`src/aufs_pkg.sv`:
```
package aufs_pkg;
    // ----------------------------------------
    // Sizes
    // ----------------------------------------
    localparam int AUFS_INPUTS = 8;
    localparam int AUFS_UNITS = 10;
    localparam int AUFS_UNIT_W = 4;
    localparam int AUFS_DW = 16;
    // ----------------------------------------
    // Unit refresh word layout
    // ----------------------------------------
    localparam logic [3:0] AUFS_OFS_FAULT_STATUS = 4'h9;
    localparam int AUFS_OPEN_LSB = 0;
    localparam int AUFS_ALARM_LSB = 8;
    localparam logic [15:0] AUFS_LIMIT_MIN = 16'h0000;
    localparam logic [15:0] AUFS_LIMIT_MAX = 16'h4000;
    // ----------------------------------------
    // Host APB map
    // ----------------------------------------
    localparam logic [7:0] AUFS_A_CTRL = 8'h00;
    localparam logic [7:0] AUFS_A_CLAIM = 8'h04;
    localparam logic [7:0] AUFS_A_FAULT = 8'h08;
    localparam logic [7:0] AUFS_A_WORD = 8'h0c;
    localparam logic [7:0] AUFS_A_IRQ_STAT = 8'h10;
    localparam logic [7:0] AUFS_A_IRQ_MASK = 8'h14;
    localparam int AUFS_CTRL_SCAN_EN = 0;
    localparam int AUFS_CTRL_RESTART_LSB = 16;
    localparam int AUFS_FAULT_DUP_LSB = 16;
    localparam int AUFS_FAULT_HALT = 30;
    localparam int AUFS_FAULT_SUMMARY = 31;
    localparam int AUFS_IRQ_FAULT = 0;
    localparam int AUFS_IRQ_DUP = 1;
    localparam int AUFS_IRQ_OPEN = 2;
    localparam int AUFS_IRQ_ALARM = 3;
    localparam int AUFS_IRQ_W = 4;
    // ----------------------------------------
    // Timing
    // ----------------------------------------
    localparam int AUFS_CLK_NS = 5;
    localparam int AUFS_SCAN_NS = 10000;
    localparam int AUFS_SCAN_CYC = AUFS_SCAN_NS / AUFS_CLK_NS;
    localparam int AUFS_ACK_NS = 100;
    localparam int AUFS_ACK_CYC = AUFS_ACK_NS / AUFS_CLK_NS;
endpackage

```
`src/aufs_link_if.sv`:
```
`timescale 1ns/1ps
`default_nettype none
interface aufs_link_if;
    import aufs_pkg::*;
    logic refresh_req;
    logic [3:0] word_sel;
    logic unit_restart_bit;
    logic [AUFS_UNIT_W-1:0] unit_no;
    logic refresh_ack;
    logic [AUFS_DW-1:0] refresh_words;

    modport host_controller (output refresh_req, output word_sel, output unit_restart_bit,
                             input unit_no, input refresh_ack, input refresh_words);
    modport unit (input refresh_req, input word_sel, input unit_restart_bit,
                  output unit_no, output refresh_ack, output refresh_words);
endinterface
`default_nettype wire

```
`src/aufs_host.sv`:
```
// Our own choice: the APB interface to the registers.
`timescale 1ns/1ps
`default_nettype none
// Notes on behaviour
// RL1 - Live-zero input below 1 V/4 mA: open flag
// RL2 - Open flags in bits 00-07, input order
// RL3 - Broken-wire lamp on if any open flag
// RL4 - Output value beyond limits sets range alarm
// RL5 - Range alarms in bits 08-15, input order
// RL6 - Duplicate unit number: summary bit, halt program
// RL7 - Duplicate flags name the duplicated unit number
// RL8 - Refresh failure: summary bit, keep running
// RL9 - Only the failing unit stops
// RL10 - Per-unit fault flag indexed by unit number
// RL11 - Restart bit off-on-off reinitialises the unit
// RL12 - Pulse restart after changing configuration
// RL13 - Pulse restart to resume after error (clears a refresh fault; a duplicate halt needs reset)
// RL14 - Power cycle acts like a restart pulse
// RL15 - Inhibit unused inputs to avoid open flags
// RL16 - Open detection only in live-zero range
// RL17 - Sub-scan out-of-limit excursions raise no alarm
// RL18 - Invalid or crossed limits disable range alarm
// RL19 - Flags re-evaluated each refresh, self-clearing
module aufs_host import aufs_pkg::*; #(
    parameter int SCAN_CYC = AUFS_SCAN_CYC,
    parameter int ACK_CYC = AUFS_ACK_CYC
) (
    // Clock and reset
    input wire logic pclk,
    input wire logic presetn,
    // APB slave
    input wire logic psel,
    input wire logic penable,
    input wire logic pwrite,
    input wire logic [7:0] paddr,
    input wire logic [31:0] pwdata,
    output logic [31:0] prdata,
    output logic pready,
    output logic pslverr,
    // Interrupt
    output logic irq,
    // Link
    aufs_link_if.host_controller link
);
    typedef enum logic [1:0] {H_IDLE, H_WAIT, H_HALT} aufs_hst_e;
    typedef struct packed {
        aufs_hst_e st;
        logic [15:0] scan_cnt;
        logic [15:0] to_cnt;
        logic req;
        logic scan_en;
        logic [AUFS_UNITS-1:0] restart;
        logic [AUFS_UNITS-1:0] armed;
        logic [AUFS_UNITS-1:0] claim;
        logic [AUFS_UNITS-1:0] fault;
        logic [AUFS_UNITS-1:0] dup;
        logic summary;
        logic [AUFS_DW-1:0] word;
        logic [AUFS_IRQ_W-1:0] irq_stat;
        logic [AUFS_IRQ_W-1:0] irq_mask;
        logic [31:0] rdata;
    } aufs_host_s;

    aufs_host_s s_q, s_d;
    logic [AUFS_IRQ_W-1:0] ev;
    logic wr, rd_setup, mapped;
    logic [AUFS_UNIT_W-1:0] un;
    logic unit_ok;

    // ----------------------------------------
    // APB decode
    // ----------------------------------------
    // No wait states: read data is captured in the setup cycle so it
    // leaves a flip-flop in the access cycle.
    always_comb begin
        wr = psel && penable && pwrite;
        rd_setup = psel && !penable && !pwrite;
        unique case (paddr)
            AUFS_A_CTRL, AUFS_A_CLAIM, AUFS_A_FAULT, AUFS_A_WORD, AUFS_A_IRQ_STAT, AUFS_A_IRQ_MASK: begin
                mapped = 1'b1;
            end
            default: begin
                mapped = 1'b0;
            end
        endcase
        un = link.unit_no;
        unit_ok = (32'(un) < AUFS_UNITS);
    end

    assign pready = psel && penable;
    assign pslverr = psel && penable && !mapped;

    // ----------------------------------------
    // Scan, refresh and registers
    // ----------------------------------------
    always_comb begin
        s_d = s_q;
        s_d.req = 1'b0;
        ev = '0;

        // Register writes
        if (wr) begin
            unique case (paddr)
                AUFS_A_CTRL: begin
                    s_d.scan_en = pwdata[AUFS_CTRL_SCAN_EN];
                    s_d.restart = pwdata[AUFS_CTRL_RESTART_LSB +: AUFS_UNITS];
                end
                AUFS_A_CLAIM: begin
                    s_d.claim = pwdata[AUFS_UNITS-1:0];
                end
                AUFS_A_IRQ_MASK: begin
                    s_d.irq_mask = pwdata[AUFS_IRQ_W-1:0];
                end
                default: begin
                end
            endcase
        end

        // Restart bit off-on-off clears that unit's fault
        for (int u = 0; u < AUFS_UNITS; u++) begin
            if (s_q.restart[u]) begin
                s_d.armed[u] = 1'b1;
            end else if (s_q.armed[u]) begin
                s_d.armed[u] = 1'b0;
                s_d.fault[u] = 1'b0; // RL11 RL13
            end
        end

        // Scan sequencer
        unique case (s_q.st)
            H_IDLE: begin
                if (!s_q.scan_en) begin
                    s_d.scan_cnt = '0;
                end else if (32'(s_q.scan_cnt) >= SCAN_CYC - 1) begin
                    s_d.scan_cnt = '0;
                    if (unit_ok && s_q.claim[un]) begin
                        // Number already taken: stop the whole program
                        s_d.dup[un] = 1'b1; // RL7
                        ev[AUFS_IRQ_DUP] = 1'b1;
                        s_d.st = H_HALT; // RL6
                    end else if (unit_ok && !s_q.fault[un]) begin
                        s_d.req = 1'b1;
                        s_d.to_cnt = '0;
                        s_d.st = H_WAIT;
                    end
                end else begin
                    s_d.scan_cnt = s_q.scan_cnt + 16'h0001;
                end
            end
            H_WAIT: begin
                s_d.scan_cnt = s_q.scan_cnt + 16'h0001;
                if (link.refresh_ack) begin
                    s_d.word = link.refresh_words;
                    ev[AUFS_IRQ_OPEN] = |link.refresh_words[AUFS_OPEN_LSB +: AUFS_INPUTS];
                    ev[AUFS_IRQ_ALARM] = |link.refresh_words[AUFS_ALARM_LSB +: AUFS_INPUTS];
                    s_d.st = H_IDLE;
                end else if (32'(s_q.to_cnt) >= ACK_CYC - 1) begin
                    // Only this unit is dropped; scanning goes on
                    s_d.fault[un] = 1'b1; // RL10 RL9
                    ev[AUFS_IRQ_FAULT] = 1'b1; // RL8
                    s_d.st = H_IDLE; // RL8
                end else begin
                    s_d.to_cnt = s_q.to_cnt + 16'h0001;
                end
            end
            H_HALT: begin
                s_d.scan_cnt = '0;
            end
            default: begin
                // Unused code: fall back to idle
                s_d.st = H_IDLE;
            end
        endcase

        s_d.summary = (|s_d.fault) || (|s_d.dup); // RL6 RL8

        // Set wins over a write-one clear in the same cycle
        if (wr && paddr == AUFS_A_IRQ_STAT) begin
            s_d.irq_stat = s_q.irq_stat & ~pwdata[AUFS_IRQ_W-1:0];
        end
        s_d.irq_stat = s_d.irq_stat | ev;

        // Read capture
        if (rd_setup) begin
            s_d.rdata = '0;
            unique case (paddr)
                AUFS_A_CTRL: begin
                    s_d.rdata[AUFS_CTRL_SCAN_EN] = s_q.scan_en;
                    s_d.rdata[AUFS_CTRL_RESTART_LSB +: AUFS_UNITS] = s_q.restart;
                end
                AUFS_A_CLAIM: begin
                    s_d.rdata[AUFS_UNITS-1:0] = s_q.claim;
                end
                AUFS_A_FAULT: begin
                    s_d.rdata[AUFS_UNITS-1:0] = s_q.fault;
                    s_d.rdata[AUFS_FAULT_DUP_LSB +: AUFS_UNITS] = s_q.dup;
                    s_d.rdata[AUFS_FAULT_HALT] = (s_q.st == H_HALT);
                    s_d.rdata[AUFS_FAULT_SUMMARY] = s_q.summary;
                end
                AUFS_A_WORD: begin
                    s_d.rdata[AUFS_DW-1:0] = s_q.word;
                end
                AUFS_A_IRQ_STAT: begin
                    s_d.rdata[AUFS_IRQ_W-1:0] = s_q.irq_stat;
                end
                AUFS_A_IRQ_MASK: begin
                    s_d.rdata[AUFS_IRQ_W-1:0] = s_q.irq_mask;
                end
                default: begin
                end
            endcase
        end
    end

    always_ff @(posedge pclk or negedge presetn) begin
        if (!presetn) begin
            s_q <= '0;
        end else begin
            s_q <= s_d;
        end
    end

    // ----------------------------------------
    // Outputs
    // ----------------------------------------
    assign prdata = s_q.rdata;
    assign irq = |(s_q.irq_stat & s_q.irq_mask);
    assign link.refresh_req = s_q.req;
    assign link.word_sel = AUFS_OFS_FAULT_STATUS;
    // Software toggles this to apply new configuration
    assign link.unit_restart_bit = unit_ok ? s_q.restart[un] : 1'b0; // RL12 RL11
endmodule // aufs_host
`default_nettype wire

```
`src/flat_wrapper.sv`:
```
// flat-port wrapper written by rule: the top's interface ports become plain ports
module aufs_host_flat import aufs_pkg::*;
#(
    parameter int SCAN_CYC = AUFS_SCAN_CYC,
    parameter int ACK_CYC = AUFS_ACK_CYC
)
  (pclk, presetn, psel, penable, pwrite, paddr, pwdata, prdata, pready, pslverr, irq, link_refresh_req, link_word_sel, link_unit_restart_bit, link_unit_no, link_refresh_ack, link_refresh_words);
  aufs_link_if link_i ();
  input wire logic pclk;
  input wire logic presetn;
  input wire logic psel;
  input wire logic penable;
  input wire logic pwrite;
  input wire logic [7:0] paddr;
  input wire logic [31:0] pwdata;
  output logic [31:0] prdata;
  output logic pready;
  output logic pslverr;
  output logic irq;
  output wire logic [$bits(link_i.refresh_req)-1:0] link_refresh_req;
  output wire logic [$bits(link_i.word_sel)-1:0] link_word_sel;
  output wire logic [$bits(link_i.unit_restart_bit)-1:0] link_unit_restart_bit;
  input wire logic [$bits(link_i.unit_no)-1:0] link_unit_no;
  input wire logic [$bits(link_i.refresh_ack)-1:0] link_refresh_ack;
  input wire logic [$bits(link_i.refresh_words)-1:0] link_refresh_words;
  assign link_refresh_req = link_i.refresh_req;
  assign link_word_sel = link_i.word_sel;
  assign link_unit_restart_bit = link_i.unit_restart_bit;
  assign link_i.unit_no = link_unit_no;
  assign link_i.refresh_ack = link_refresh_ack;
  assign link_i.refresh_words = link_refresh_words;
  aufs_host #(.SCAN_CYC(SCAN_CYC), .ACK_CYC(ACK_CYC)) u_core (.pclk(pclk), .presetn(presetn), .psel(psel), .penable(penable), .pwrite(pwrite), .paddr(paddr), .pwdata(pwdata), .prdata(prdata), .pready(pready), .pslverr(pslverr), .irq(irq), .link(link_i));
endmodule
```
`config.mk`:
```
export PLATFORM = sky130hd
export DESIGN_NAME = aufs_host_flat
export DESIGN_NICKNAME = d
export VERILOG_FILES = /design/src/aufs_pkg.sv /design/src/aufs_link_if.sv /design/src/aufs_host.sv /design/src/flat_wrapper.sv
export SDC_FILE = /design/constraint.sdc
export NUM_CORES = 1
export LEC_CHECK = 0
export BUFFER_PORTS_ARGS = -buffer_cell sky130_fd_sc_hd__buf_2
export CAP_MARGIN = 10
export CELL_PAD_IN_SITES_DETAIL_PLACEMENT = 1
export CELL_PAD_IN_SITES_GLOBAL_PLACEMENT = 2
export CORE_MARGIN = 5
export CORE_UTILIZATION = 40
export DETAILED_ROUTE_END_ITERATION = 8
export HOLD_SLACK_MARGIN = 0.02
export PLACE_DENSITY = 0.86
export SKIP_LAST_GASP = 1
export SLEW_MARGIN = 10
export SYNTH_ARGS = -nofsm -noshare
export SYNTH_HDL_FRONTEND = slang
export SYNTH_SLANG_ARGS = --single-unit
```
`constraint.sdc`:
```
create_clock -name pclk -period 5.95 [get_ports pclk]
set_input_delay 1.785 -clock pclk [delete_from_list [all_inputs] [get_ports pclk]]
set_output_delay 1.785 -clock pclk [all_outputs]
set_load 0.005 [all_outputs]
```
**After elaboration in Yosys (flattened, before gate mapping)**

Cells that the tools add are included.

- Bits in registers: 139
- Latch bits: 0
- RAM bits: 0
- ROM bits: 0
- Word-level logic and storage cells: 155
- Memories kept: 0

- Add/sub/neg operators: 2
- $mul: 0
- Divide/modulo/power cells: 0
- Order comparisons: 5
- Equal/unequal tests: 15
- Shift operators: 0
- Muxes and demuxes: 81
- Bitwise logic cells: 7
- Reduce and logical (&&, ||, !) cells: 30

Operator list:

| operator | number |
|---|---|
| $mux W10 | 7 |
| $mux W17 | 4 |
| $mux W16 | 4 |
| $pmux W16 S3 | 1 |
| $mux W1 | 44 |
| $add A16 B1 Y16 const B | 2 |
| $pmux W16 S2 | 1 |
| $or A10 B10 Y10 | 2 |
| $pmux W10 S2 | 1 |
| $reduce_or A10 Y1 | 2 |
| $mux W2 | 9 |
| $pmux W6 S3 | 1 |
| $eq A8 B4 Y1 const B | 2 |
| $eq A8 B5 Y1 const B | 2 |
| $ge A16 B11 Y1 const B | 1 |
| $ge A16 B5 Y1 const B | 1 |
| $reduce_or A8 Y1 | 2 |
| $pmux W3 S5 | 1 |
| $bmux W1 S4 | 3 |
| $logic_and A1 B1 Y1 | 9 |
| $and A4 B4 Y4 | 2 |
| $eq A8 B3 Y1 const B | 1 |
| $logic_not A8 Y1 | 1 |
| $reduce_and A2 Y1 | 4 |
| 26 further kinds | 33 |

**Depth between registers and ports, before layout**

Gate-level depths: netlist of the first run.

- Word-level depth: 11
- Mapped depth: 9
- Depth with buffers taken out: 7

**Worst setup path before layout of the first run**

Ideal clock, no wire load.

- Path kind: input -> output
- Start: in link_unit_no[0]
- End: out link_unit_restart_bit
- Arrival time: 2.615 ns
- Required time: 4.165 ns
- Path slack: 1.550 ns
- Cell stages on the path: 4
- Buffers on the path: 1
- Cell sequence: buf_6 > mux4_2 > mux2i_1 > o21ai_0

- Word-level cells in the longest chain between the ends: 3

RTL lines:

| what | RTL line | source |
|---|---|---|
| start, declared | flat_wrapper.sv:23 | `input wire logic [$bits(link_i.unit_no)-1:0] link_unit_no;` |
| $bmux W1 S4 | aufs_host.sv:231 | `assign link.unit_restart_bit = unit_ok ? s_q.restart[un] : 1'b0;` |
| $mux W1 (not written as such) | aufs_host.sv:231 |  |
| $mux W1 * | aufs_host.sv:231 |  |
| end, declared | flat_wrapper.sv:22 | `output wire logic [$bits(link_i.unit_restart_bit)-1:0] link_unit_restart_bit;` |

Mark *: on every way between the ends. The rest lies on a longest branch, timed or not. The select of a mux whose other input is x is not followed.

**Worst setup path in the final report of the first run**

- Start: in paddr[1]
- End: out pslverr

- Word-level cells in the longest chain between the ends: 5

RTL lines:

| what | RTL line | source |
|---|---|---|
| start, declared | flat_wrapper.sv:14 | `input wire logic [7:0] paddr;` |
| $eq A8 B3 Y1, or another cell as far along | aufs_host.sv:78 | `unique case (paddr)` |
| $reduce_or A6 Y1 * | aufs_host.sv:78 |  |
| $mux W1 * | aufs_host.sv:78 |  |
| $logic_not A1 Y1 * | aufs_host.sv:91 | `assign pslverr = psel && penable && !mapped;` |
| $logic_and A1 B1 Y1 * | aufs_host.sv:91 |  |
| end, declared | flat_wrapper.sv:18 | `output logic pslverr;` |

Mark *: on every way between the ends. The rest lies on a longest branch, timed or not.

==> results of run 1 <==
cells by family (layout without fill, tap and decap cells):
group	Yosys count	in the layout
other cells	2	8
mux	67	67
simple gates	207	207
buf+inv	78	140
flops	139	139
compound gates	119	119
xor+xnor	10	10
fa+ha+maj	6	6
path summary, 6_finish.rpt:
| check | startpoint | to | slack, ns |
|---|---|---|---|
| setup / recovery | paddr[1] | pslverr | 1.22 |
| hold / removal | u_core.prdata[31] | u_core.prdata[31] | 0.46 |
| setup reg to reg | u_core.s_q[84] | u_core.s_q[114] | 3.33 |
| hold reg to reg | u_core.prdata[31] | u_core.prdata[31] | 0.46 |
| max in group asynchronous | presetn | u_core.s_q[140] | 3.39 |
| min in group asynchronous | presetn | u_core.s_q[63] | 1.49 |
synth_stat cells (3+ instances only):
library cell    n  area, um2
inv_1          18       67.6
a21oi_1         6       30.0
nand4_1         5       31.3
nor2_2          7       43.8
a41oi_1         3       26.3
nor2b_1        13       81.3
mux2_2         45        507
a21oi_2         6       52.6
o31ai_1         5       37.5
a31oi_1         3       18.8
a22oi_1         8       60.1
a2111oi_0       3       26.3
nand3_1        14       70.1
xor2_1          6       52.6
mux4_1          3       78.8
buf_6           3       33.8
ha_1            6       75.1
a21o_1         10       75.1
a22o_1          6       52.6
nand2b_1        7       43.8
nor3_1          5       25.0
and3_1          7       43.8
mux2i_1        15        150
a221oi_1       12        105
dfrtp_1       139       3480
nor4_1          8       50.1
buf_4          37        278
o21ai_0        36        180
nand2_1        44        165
xnor2_1         4       35.0
clkbuf_1       10       37.5
buf_2           8       40.0
nand3_2         3       30.0
nor2_1         69        259
and4_1          3       26.3
worst max-delay path, delay by kind of cell:
| family | cells | cell delay (ns) |
|---|---|---|
| AND/OR/NAND/NOR | 2 | 0.77 |
| AO/OA/AOI/OAI | 1 | 0.15 |
| buffers and inverters | 2 | 0.24 |
flip-flops by register name, summed over array words and instances (netlist names):
| register | flops |
|---|---|
| u_core.s_q | 110 |
| u_core.link.refresh_req | 1 |
| u_core.prdata | 28 |
through the flow:
stage | worst slack [ns] | cell area [um2] | total power, uW
after floorplan | 1.55 | 6860 | 1120
after global placement | 1.22 | 7190 | 1180
after detailed placement | 1.22 | 7190 | 1190
after CTS | 1.21 | 7800 | 2300
after global routing | 1.11 | 7800 | 2360
final | 1.22 | 7800 | 2270
final cells by class:
| class | instances | area, um2 |
|---|---|---|
| fill | 1862 | 8900 |
| sequential | 139 | 3480 |
| multi-input combinational | 417 | 2900 |
| clock buffer | 22 | 474 |
| timing repair buffer | 90 | 467 |
| tap | 220 | 275 |
| clock inverter | 10 | 139 |
| inverter | 18 | 67.6 |
power by group:
part           total, uW  internal, uW  switching [uW]  leakage, uW
clock               1100           693             403     0.000300
combinational        161          62.8            98.0      0.00158
sequential          1010           983            30.7      0.00185
total               2270          1740             531      0.00373
routing by layer:
| metal | global-route usage | part of all wire | vias up |
|---|---|---|---|
| li1 | - | - | 2312 |
| met2 | 0.334 | 0.52 | 105 |
| met4 | 0.0551 | 0.013 | 0 |
| met1 | 0.233 | 0.42 | 2495 |
| met5 | 0 | 0 | - |
| met3 | 0.0501 | 0.050 | 19 |
==> impl_metrics.json, run 1 <==
{
  "flow.area_growth_from_synthesis_pct": 14.1,
  "async_reset_ff_frac": 1.00,
  "ant_nets": 0,
  "tritoncts_num_sinks": 139,
  "finalMaxSlewViolations": 0,
  "critPathArrivalTime_ns": 2.94,
  "layout_min_cycle_time_ns": 4.73,
  "crit_path_cell_trace": "buf_2 > or4_4 > nor2_1 > a21boi_0 > buf_2",
  "timing.critical_path.slowest_stage_cell": "or4_4",
  "synth_cell_types": 73,
  "grt_pass1_vias": 5548,
  "clock_path_buffers": 2,
  "routability_congestion": 0.834,
  "maximum_ir_drop_on_the_vdd_rail_mv": 0.183,
  "clock_latency_ns": 0.42,
  "drt-wirelength-per-cell_um": 19.7,
  "synth_compound_gate_area_share": 0.124,
  "syn-instance-count": 628,
  "die_area_um2": 19800,
  "timing.reg2reg.worst_path_depth": 6,
  "cts_root_buffer": "clkbuf_16",
  "hold_path_stages": 2,
  "start_util": 0.410,
  "unrepaired_setup_endpoints_after_global_routing": "false",
  "setup.worst_path.end_class": "output pin",
  "worst_ep_required_time_ns": 4.16,
  "cts.repair_timing.setup_buffer_count": 0,
  "most_common_cell_after_layout_fill_and_taps_aside": "dfrtp_1",
  "final_cell_count_no_fill": 916,
  "fp.dieW_um": 141,
  "top_level_ports": 107,
  "pwr_density_cell_nw_per_um2": 291,
  "most_prevalent_standard_cell_on_the_critical_path": "buf_2",
  "insertedDiodeCount": 0,
  "skew_ns": 0.00862,
  "hold_slack_ns": 0.462,
  "cts.reportedPaths.clkPinSlew_ns": 0.06,
  "post_synth_mux_area_share": 0.117,
  "numPortBuffers": 86,
  "placementRows": 47,
  "die_y_um": 141,
  "total_of_hold_buffers_inserted_after_clock_tree_synthesis": 0,
  "yosys.area_share.xor_xnor": 0.0128,
  "netlist_area_um2": 6840,
  "cts_repair_resize_count": 0,
  "synth-warning-count": 0,
  "crit_fanout": 3,
  "total_leakage_power_uw": 0.00373,
  "place.detailed.instances": 884,
  "ys_seq_area_frac": 0.509,
  "antenna_found_initial": 0,
  "tritoncts.num_buffers": 17,
  "timing.setup.critical_path_class": "in2out",
  "number_of_drc_markers_in_iteration_0": 258,
  "drv_cap": 0,
  "synth-adder-area-share": 0.0110,
  "grt-ovfl-total": 0,
  "cts_tree": "done",
  "synth_seq_cells": 139,
  "via_count": 4931,
  "hpwl_um": 13000,
  "drt-pass1-iter-count": 4,
  "timing_worst_slew_pin_value_ns": 1.01,
  "grt_first_pass_wirelength_um": 30000,
  "nets": 755,
  "ys.flop_type": "dfrtp_1",
  "fin_setup_tns_ns": 0,
  "setup.worst_path.start_class": "input pin",
  "clock.fmax_ghz": 0.211,
  "dominant_combinational_cell_family_by_area_after_synthesis": "simple AND/OR/NAND/NOR gates",
  "layout-drive-gt1-share": 0.282,
  "timing.hold.worst.class": "reg2reg",
  "postLayoutCoreUtil": 0.467,
  "slowest_delay_ns": 0.56,
  "synth_enable_flop_cells": 0,
  "h-tree-depth": 4,
  "layout.cells.most_common_list": "dfrtp_1 (139), buf_2 (85), nor2_1 (69), mux2_2 (45), nand2_1 (44)",
  "timing.final.setup_violations": 0,
  "route.detailed.drc": 0,
  "timing.final.crit_share": 0.795,
  "synthSimpleGateAreaFrac": 0.155,
  "post_drt_via_cell_ratio": 5.38,
  "worst_rel_slew_slack": 0.322,
  "status": "complete, no violations",
  "grt_start_max_net_pins": 104,
  "routed_wirelength_um": 18000,
  "core_area_um2": 16700,
  "grt_util_all_layers": 0.191,
  "report.final.hold_viol_count": 0,
  "post_synth.cell_area_avg_um2": 10.9
}
Power figures use the tool's default switching activity.
==> run 2, diff against run 1 <==
- ABC_AREA: unset -> 1
- CORE_UTILIZATION: 40 -> 34
- PLACE_DENSITY: 0.86 -> 0.8
- clock period: 5.95 -> 4.7 ns (I/O delays scaled with it)
==> run 2 against run 1 <==
  * First-iteration DRC count up 3.1%
  * Clock skew up 0.0019 ns
  * Via count up 12%
  * Hold slack worse by 0.086 ns
  * Largest power group unchanged
  * Sequential share of layout area down 0.99 points
  * Non-clock buffer count up 5
==> impl_metrics.json, run 2 <==
{
  "status": "complete, no violations",
  "clock_latency_ns": 0.43,
  "setup.worst_path.start_class": "input pin",
  "timing.final.crit_share": 0.906,
  "largest_register_ffs": 110,
  "timing.setup.critical_path_class": "in2out",
  "cts_repair_resize_count": 0,
  "netlist_area_um2": 6840,
  "finalMaxSlewViolations": 0,
  "h-tree-depth": 4,
  "top_level_ports": 107,
  "timing.final.setup_violations": 0,
  "synth_seq_cells": 139,
  "number_of_drc_markers_in_iteration_0": 266,
  "total_leakage_power_uw": 0.00414,
  "post-synth-top-count-cell": "nand2_1",
  "synth_enable_flop_cells": 0,
  "crit_path_cell_trace": "buf_2 > or2_2 > nor3_2 > nand2_1 > nand4_1 > nor4_1 > buf_2",
  "top_cells_by_area_in_the_synthesized_netlist": "dfrtp_1 (51%), nand2_1 (10%), inv_1 (6.7%)",
  "post_drt_via_cell_ratio": 4.75,
  "unrepaired_setup_endpoints_after_global_routing": "false",
  "crit_fanout": 9,
  "timing.hold.worst.class": "reg2reg",
  "pwr_density_cell_nw_per_um2": 371,
  "report.final.hold_viol_count": 0,
  "setup_slack_ns": 0.444,
  "start_util": 0.348,
  "synth_area_leader_cell": "dfrtp_1",
  "drt-pass1-iter-count": 4,
  "core_area_um2": 19700,
  "grt_pass1_vias": 5955,
  "hold_slack_ns": 0.376,
  "ys_seq_area_frac": 0.509,
  "grt_start_max_net_pins": 79,
  "routability_congestion": 0.828,
  "tritoncts_num_sinks": 139,
  "nets": 960,
  "critPathArrivalTime_ns": 2.85,
  "placementRows": 51,
  "routed_wirelength_um": 19100,
  "synth_cell_types": 46,
  "maximum_ir_drop_on_the_vdd_rail_mv": 0.262,
  "insertedDiodeCount": 0,
  "drv_cap": 0,
  "grt-ovfl-total": 0,
  "cts.repair_timing.setup_buffer_count": 0,
  "hpwl_um": 14200,
  "clock.fmax_ghz": 0.235,
  "layout-drive-gt1-share": 0.180,
  "netlist_top_cells_count": "nand2_1 (185), dfrtp_1 (139), inv_1 (122)",
  "ant_nets": 0,
  "syn-instance-count": 821,
  "cts_root_buffer": "clkbuf_16",
  "post_synth.cell_area_avg_um2": 8.33,
  "route.detailed.drc": 0,
  "tritoncts.num_buffers": 17,
  "via_count": 5535,
  "numPortBuffers": 86,
  "antenna_found_initial": 0,
  "most_common_cell_after_layout_fill_and_taps_aside": "nand2_1",
  "registers.top_by_ff_count": "u_core.s_q",
  "layout.cells.most_common_list": "nand2_1 (185), dfrtp_1 (139), inv_1 (122), buf_2 (85), nor2_1 (71)",
  "cts_tree": "done",
  "cts.reportedPaths.clkPinSlew_ns": 0.06,
  "total_of_hold_buffers_inserted_after_clock_tree_synthesis": 0,
  "grt_first_pass_wirelength_um": 31900,
  "fin_setup_tns_ns": 0,
  "detailed_place.area_um2": 7350,
  "flow.area_growth_from_synthesis_pct": 16.7,
  "fp.dieW_um": 152,
  "worst_ep_required_time_ns": 3.29,
  "synth-warning-count": 0,
  "most_prevalent_standard_cell_on_the_critical_path": "buf_2",
  "critical_path.top_delay_family": "simple AND/OR/NAND/NOR gates",
  "async_reset_ff_frac": 1.00,
  "drt-wirelength-per-cell_um": 16.4,
  "layout_min_cycle_time_ns": 4.26,
  "ys.flop_type": "dfrtp_1",
  "clock_path_buffers": 2,
  "die_area_um2": 23100,
  "timing.critical_path.slowest_stage_cell": "or2_2",
  "layout.cell_area.non_filler_um2": 7980,
  "die_y_um": 152,
  "timing.reg2reg.setup_slack_ns": 2.31,
  "power.total_uw": 2960,
  "grt_util_all_layers": 0.172,
  "post-place-ws_ns": 0.477,
  "worst_rel_slew_slack": 0.447,
  "critical_path_buf_inv_count": 2,
  "synth_largest_type_area_fraction": 0.509,
  "skew_ns": 0.0105,
  "timing_worst_slew_pin_value_ns": 0.827,
  "slowest_delay_ns": 0.32,
  "setup.worst_path.end_class": "output pin"
}
run 2: worst reg2reg max path, stage by stage, from the launching register on:
cell and delay [ns]:
dfrtp_1 0.41, inv_1 0.10, ha_1 0.33, inv_1 0.22
nor2_4 0.23, nand2_1 0.23, o21ai_0 0.33, inv_1 0.07
nand2_1 0.10, nor2_1 0.07, nand3_1 0.08, nor2_1 0.06
nand2_1 0.09
run 2: final cells by class:
| type | instances | area (um2) |
|---|---|---|
| fillers | 2411 | 11700 |
| well taps | 265 | 332 |
| multi-input cells | 505 | 2550 |
| flip-flops and latches | 139 | 3480 |
| clock inverters | 12 | 198 |
| inverters | 130 | 488 |
| repair buffers | 95 | 504 |
| clock buffers | 19 | 433 |
run 2: routing by layer:
metal | vias to the layer above | track usage | routed length (um)
met5 | - | 0 | 0
met4 | 0 | 0.0437 | 241
met3 | 19 | 0.0435 | 763
met2 | 92 | 0.280 | 9340
met1 | 2713 | 0.229 | 8750
li1 | 2711 | - | -
run 2: report_power, final:
part / switching, uW / total [uW] / internal [uW]
registers: 39.8 / 1280 / 1240
clock network: 527 / 1460 / 937
logic: 134 / 212 / 78.0
run 2: per-stage QoR:
step | utilization | instances
after floorplan | - | 827
after global placement | 0.374 | 1134
after detailed placement | 0.374 | 1134
after CTS | 0.406 | 1165
after global routing | 0.406 | 1165
final | 0.406 | 1165
run 2: cells by family after synthesis:
| group | count (synthesis) | share of synthesized area |
|---|---|---|
| other | 2 | 0.00110 |
| and+or+nand+nor | 342 | 0.221 |
| AOI/OAI and AO/OA | 141 | 0.125 |
| buffers and inverters | 183 | 0.123 |
| DFF | 139 | 0.509 |
| xor gates and xnor gates | 8 | 0.0102 |
| adders and majority gates | 6 | 0.0110 |
run 2: final timing paths:
kind	start	to	cells past startpoint
max in group asynchronous	presetn	u_core.s_q[117]	2
max	paddr[1]	pslverr	7
min	u_core.s_q[100]	u_core.s_q[90]	0
min in group asynchronous	presetn	u_core.s_q[80]	1
max reg2reg	u_core.s_q[142]	u_core.s_q[56]	12
min reg2reg	u_core.s_q[100]	u_core.s_q[90]	0
==> run 3, diff against run 2 <==
- CORE_ASPECT_RATIO: unset -> 0.8
- TNS_END_PERCENT: unset -> 5
==> run 3 against run 2 <==
  * Sequential share of layout area up 0.12 points
  * Utilization down 0.41 points
  * Clock-buffer cell count up 2
  * Hold slack better by 0.0032 ns
  * Cell count down 0.34%
  * Critical path type unchanged
==> impl_metrics.json, run 3 (synthesis results as in run 2) <==
{
  "timing.hold.worst.class": "reg2reg",
  "place.detailed.instances": 1129,
  "power_frac_clock": 0.492,
  "most_prevalent_standard_cell_on_the_critical_path": "buf_2",
  "drt-wirelength-per-cell_um": 16.4,
  "tritoncts_num_sinks": 139,
  "hold_path_stages": 0,
  "antenna_found_initial": 1,
  "critical_path.top_delay_family": "simple AND/OR/NAND/NOR gates",
  "die_y_um": 137,
  "timing.reg2reg.worst_path_depth": 12,
  "hold_slack_ns": 0.379,
  "die_area_um2": 23100,
  "layout_filler_cell_count": 2416,
  "clock.fmax_ghz": 0.243,
  "detailed_place.area_um2": 7330,
  "cts.repair_timing.setup_buffer_count": 0,
  "grt_first_pass_wirelength_um": 31300,
  "core_area_um2": 19800,
  "slowest_delay_ns": 0.33,
  "setup.worst_path.end_class": "output pin",
  "registers.top_by_ff_count": "u_core.s_q",
  "setup.worst_path.start_class": "input pin",
  "final_cell_count_no_fill": 1161,
  "start_util": 0.345,
  "routed_wirelength_um": 19000,
  "skew_ns": 0.00660,
  "hpwl_um": 14200,
  "tritoncts.num_buffers": 17,
  "finalMaxSlewViolations": 0,
  "report.final.hold_viol_count": 0,
  "routability_congestion": 0.914,
  "insertedDiodeCount": 0,
  "timing.critical_path.slowest_stage_cell": "or2_2",
  "total_of_hold_buffers_inserted_after_clock_tree_synthesis": 0,
  "post_drt_via_cell_ratio": 4.71,
  "worst_ep_required_time_ns": 3.29,
  "via_count": 5464,
  "critical_path_buf_inv_count": 3,
  "timing.setup.critical_path_class": "in2out",
  "hold_path_end": "u_core.s_q[95]",
  "power.internal_uw": 2240,
  "layout-drive-gt1-share": 0.177,
  "numPortBuffers": 86,
  "timing.final.crit_share": 0.877,
  "cts.reportedPaths.clkPinSlew_ns": 0.06,
  "timing_worst_slew_pin_value_ns": 0.795,
  "layout_min_cycle_time_ns": 4.12,
  "grt_pass1_vias": 5712,
  "number_of_drc_markers_in_iteration_0": 233,
  "route.detailed.drc": 0,
  "timing.rr.end": "u_core.s_q[56]",
  "most_common_cell_after_layout_fill_and_taps_aside": "nand2_1",
  "fp.dieW_um": 169,
  "maximum_ir_drop_on_the_vdd_rail_mv": 0.229,
  "top_level_ports": 107,
  "drv_cap": 0,
  "grt_util_all_layers": 0.175,
  "setup_slack_ns": 0.579,
  "seq_power_share": 0.436,
  "clock_path_buffers": 2,
  "pwr_density_cell_nw_per_um2": 370,
  "total_leakage_power_uw": 0.00412,
  "comb_power_frac": 0.072,
  "drt-pass1-iter-count": 4,
  "ant_nets": 0,
  "timing.final.setup_violations": 0,
  "layout.cell_area.non_filler_um2": 7960,
  "timing.rr.start": "u_core.s_q[142]",
  "layout.cells.most_common_list": "nand2_1 (185), dfrtp_1 (139), inv_1 (122), buf_2 (85), nor2_1 (71)",
  "cts_tree": "done",
  "net_sw_frac": 0.240,
  "worst_rel_slew_slack": 0.467,
  "grt-ovfl-total": 0,
  "fin_setup_tns_ns": 0,
  "flow.area_growth_from_synthesis_pct": 16.4,
  "crit_fanout": 8,
  "h-tree-depth": 4,
  "nets": 956,
  "power_switching_uw": 707,
  "holdCritStartpoint": "u_core.s_q[105]",
  "largest_register_ffs": 110,
  "grt_start_max_net_pins": 76,
  "timing.reg2reg.setup_slack_ns": 2.37,
  "post-place-ws_ns": 0.555,
  "cts_root_buffer": "clkbuf_16",
  "critPathArrivalTime_ns": 2.71,
  "crit_path_cell_trace": "buf_2 > or2_2 > nor3_2 > nand2_1 > inv_2 > nor4_1 > buf_2",
  "unrepaired_setup_endpoints_after_global_routing": "false",
  "cts_repair_resize_count": 0,
  "clock_latency_ns": 0.43,
  "placementRows": 46,
  "status": "complete, no violations"
}
-- run 3: cell count changes in the layout (fill, tap and decap cells not counted), sizes merged --
cell / previous run / this run
bufinv: 5 / 4
clkbuf: 19 / 21
buf: 95 / 91
-- run 3: worst register-to-register path: stages, from the launching register on --
cell	delay (ns)
dfrtp_1	0.41
inv_1	0.10
ha_1	0.33
inv_1	0.21
nor2_4	0.24
nand2_1	0.23
o21ai_0	0.30
inv_1	0.07
nand2_1	0.10
nor2_1	0.07
nand3_1	0.06
nor2_1	0.06
nand2_1	0.09
-- run 3: per-stage QoR --
stage	utilization	total power (uW)
3_3_place_gp	0.370	1510
4_1_cts	0.402	2980
3_5_place_dp	0.370	1520
2_1_floorplan	-	1420
6_report	0.402	2940
5_1_grt	0.402	3070
-- run 3: cell type report --
type | instances | area (um2) | share of cell area
Clock inverter | 11 | 168 | 0.0211
Multi-Input combinational cell | 505 | 2550 | 0.320
Timing Repair Buffer | 91 | 487 | 0.0611
Tap cell | 264 | 330 | 0.0415
Inverter | 130 | 488 | 0.0613
Sequential cell | 139 | 3480 | 0.437
Clock buffer | 21 | 460 | 0.0578
-- run 3: power groups by stage --
stage / logic, uW / registers (uW) / clock network, uW
global route: 243 / 1290 / 1540
finish: 212 / 1280 / 1450
CTS: 217 / 1280 / 1490
global placement: 211 / 1300 / 0
detailed placement: 216 / 1300 / 0
floorplan: 136 / 1290 / 0
-- run 3: how the worst max path moves through the flow --
stage | startpoint | to | slack (ns) | depth (start not counted)
floorplan | paddr[1] | pslverr | 0.96 | 6
global placement | paddr[1] | pslverr | 0.57 | 7
detailed placement | paddr[1] | pslverr | 0.55 | 7
CTS | paddr[1] | pslverr | 0.55 | 7
global route | paddr[1] | pslverr | 0.48 | 7
finish | paddr[1] | pslverr | 0.58 | 7
-- run 3: layer usage --
layer / GRT usage / vias to the layer above / wire (um)
li1: - / 2714 / -
met1: 0.249 / 2633 / 9540
met2: 0.263 / 92 / 8450
met3: 0.0448 / 23 / 767
met4: 0.0496 / 2 / 247
met5: 0 / - / 13
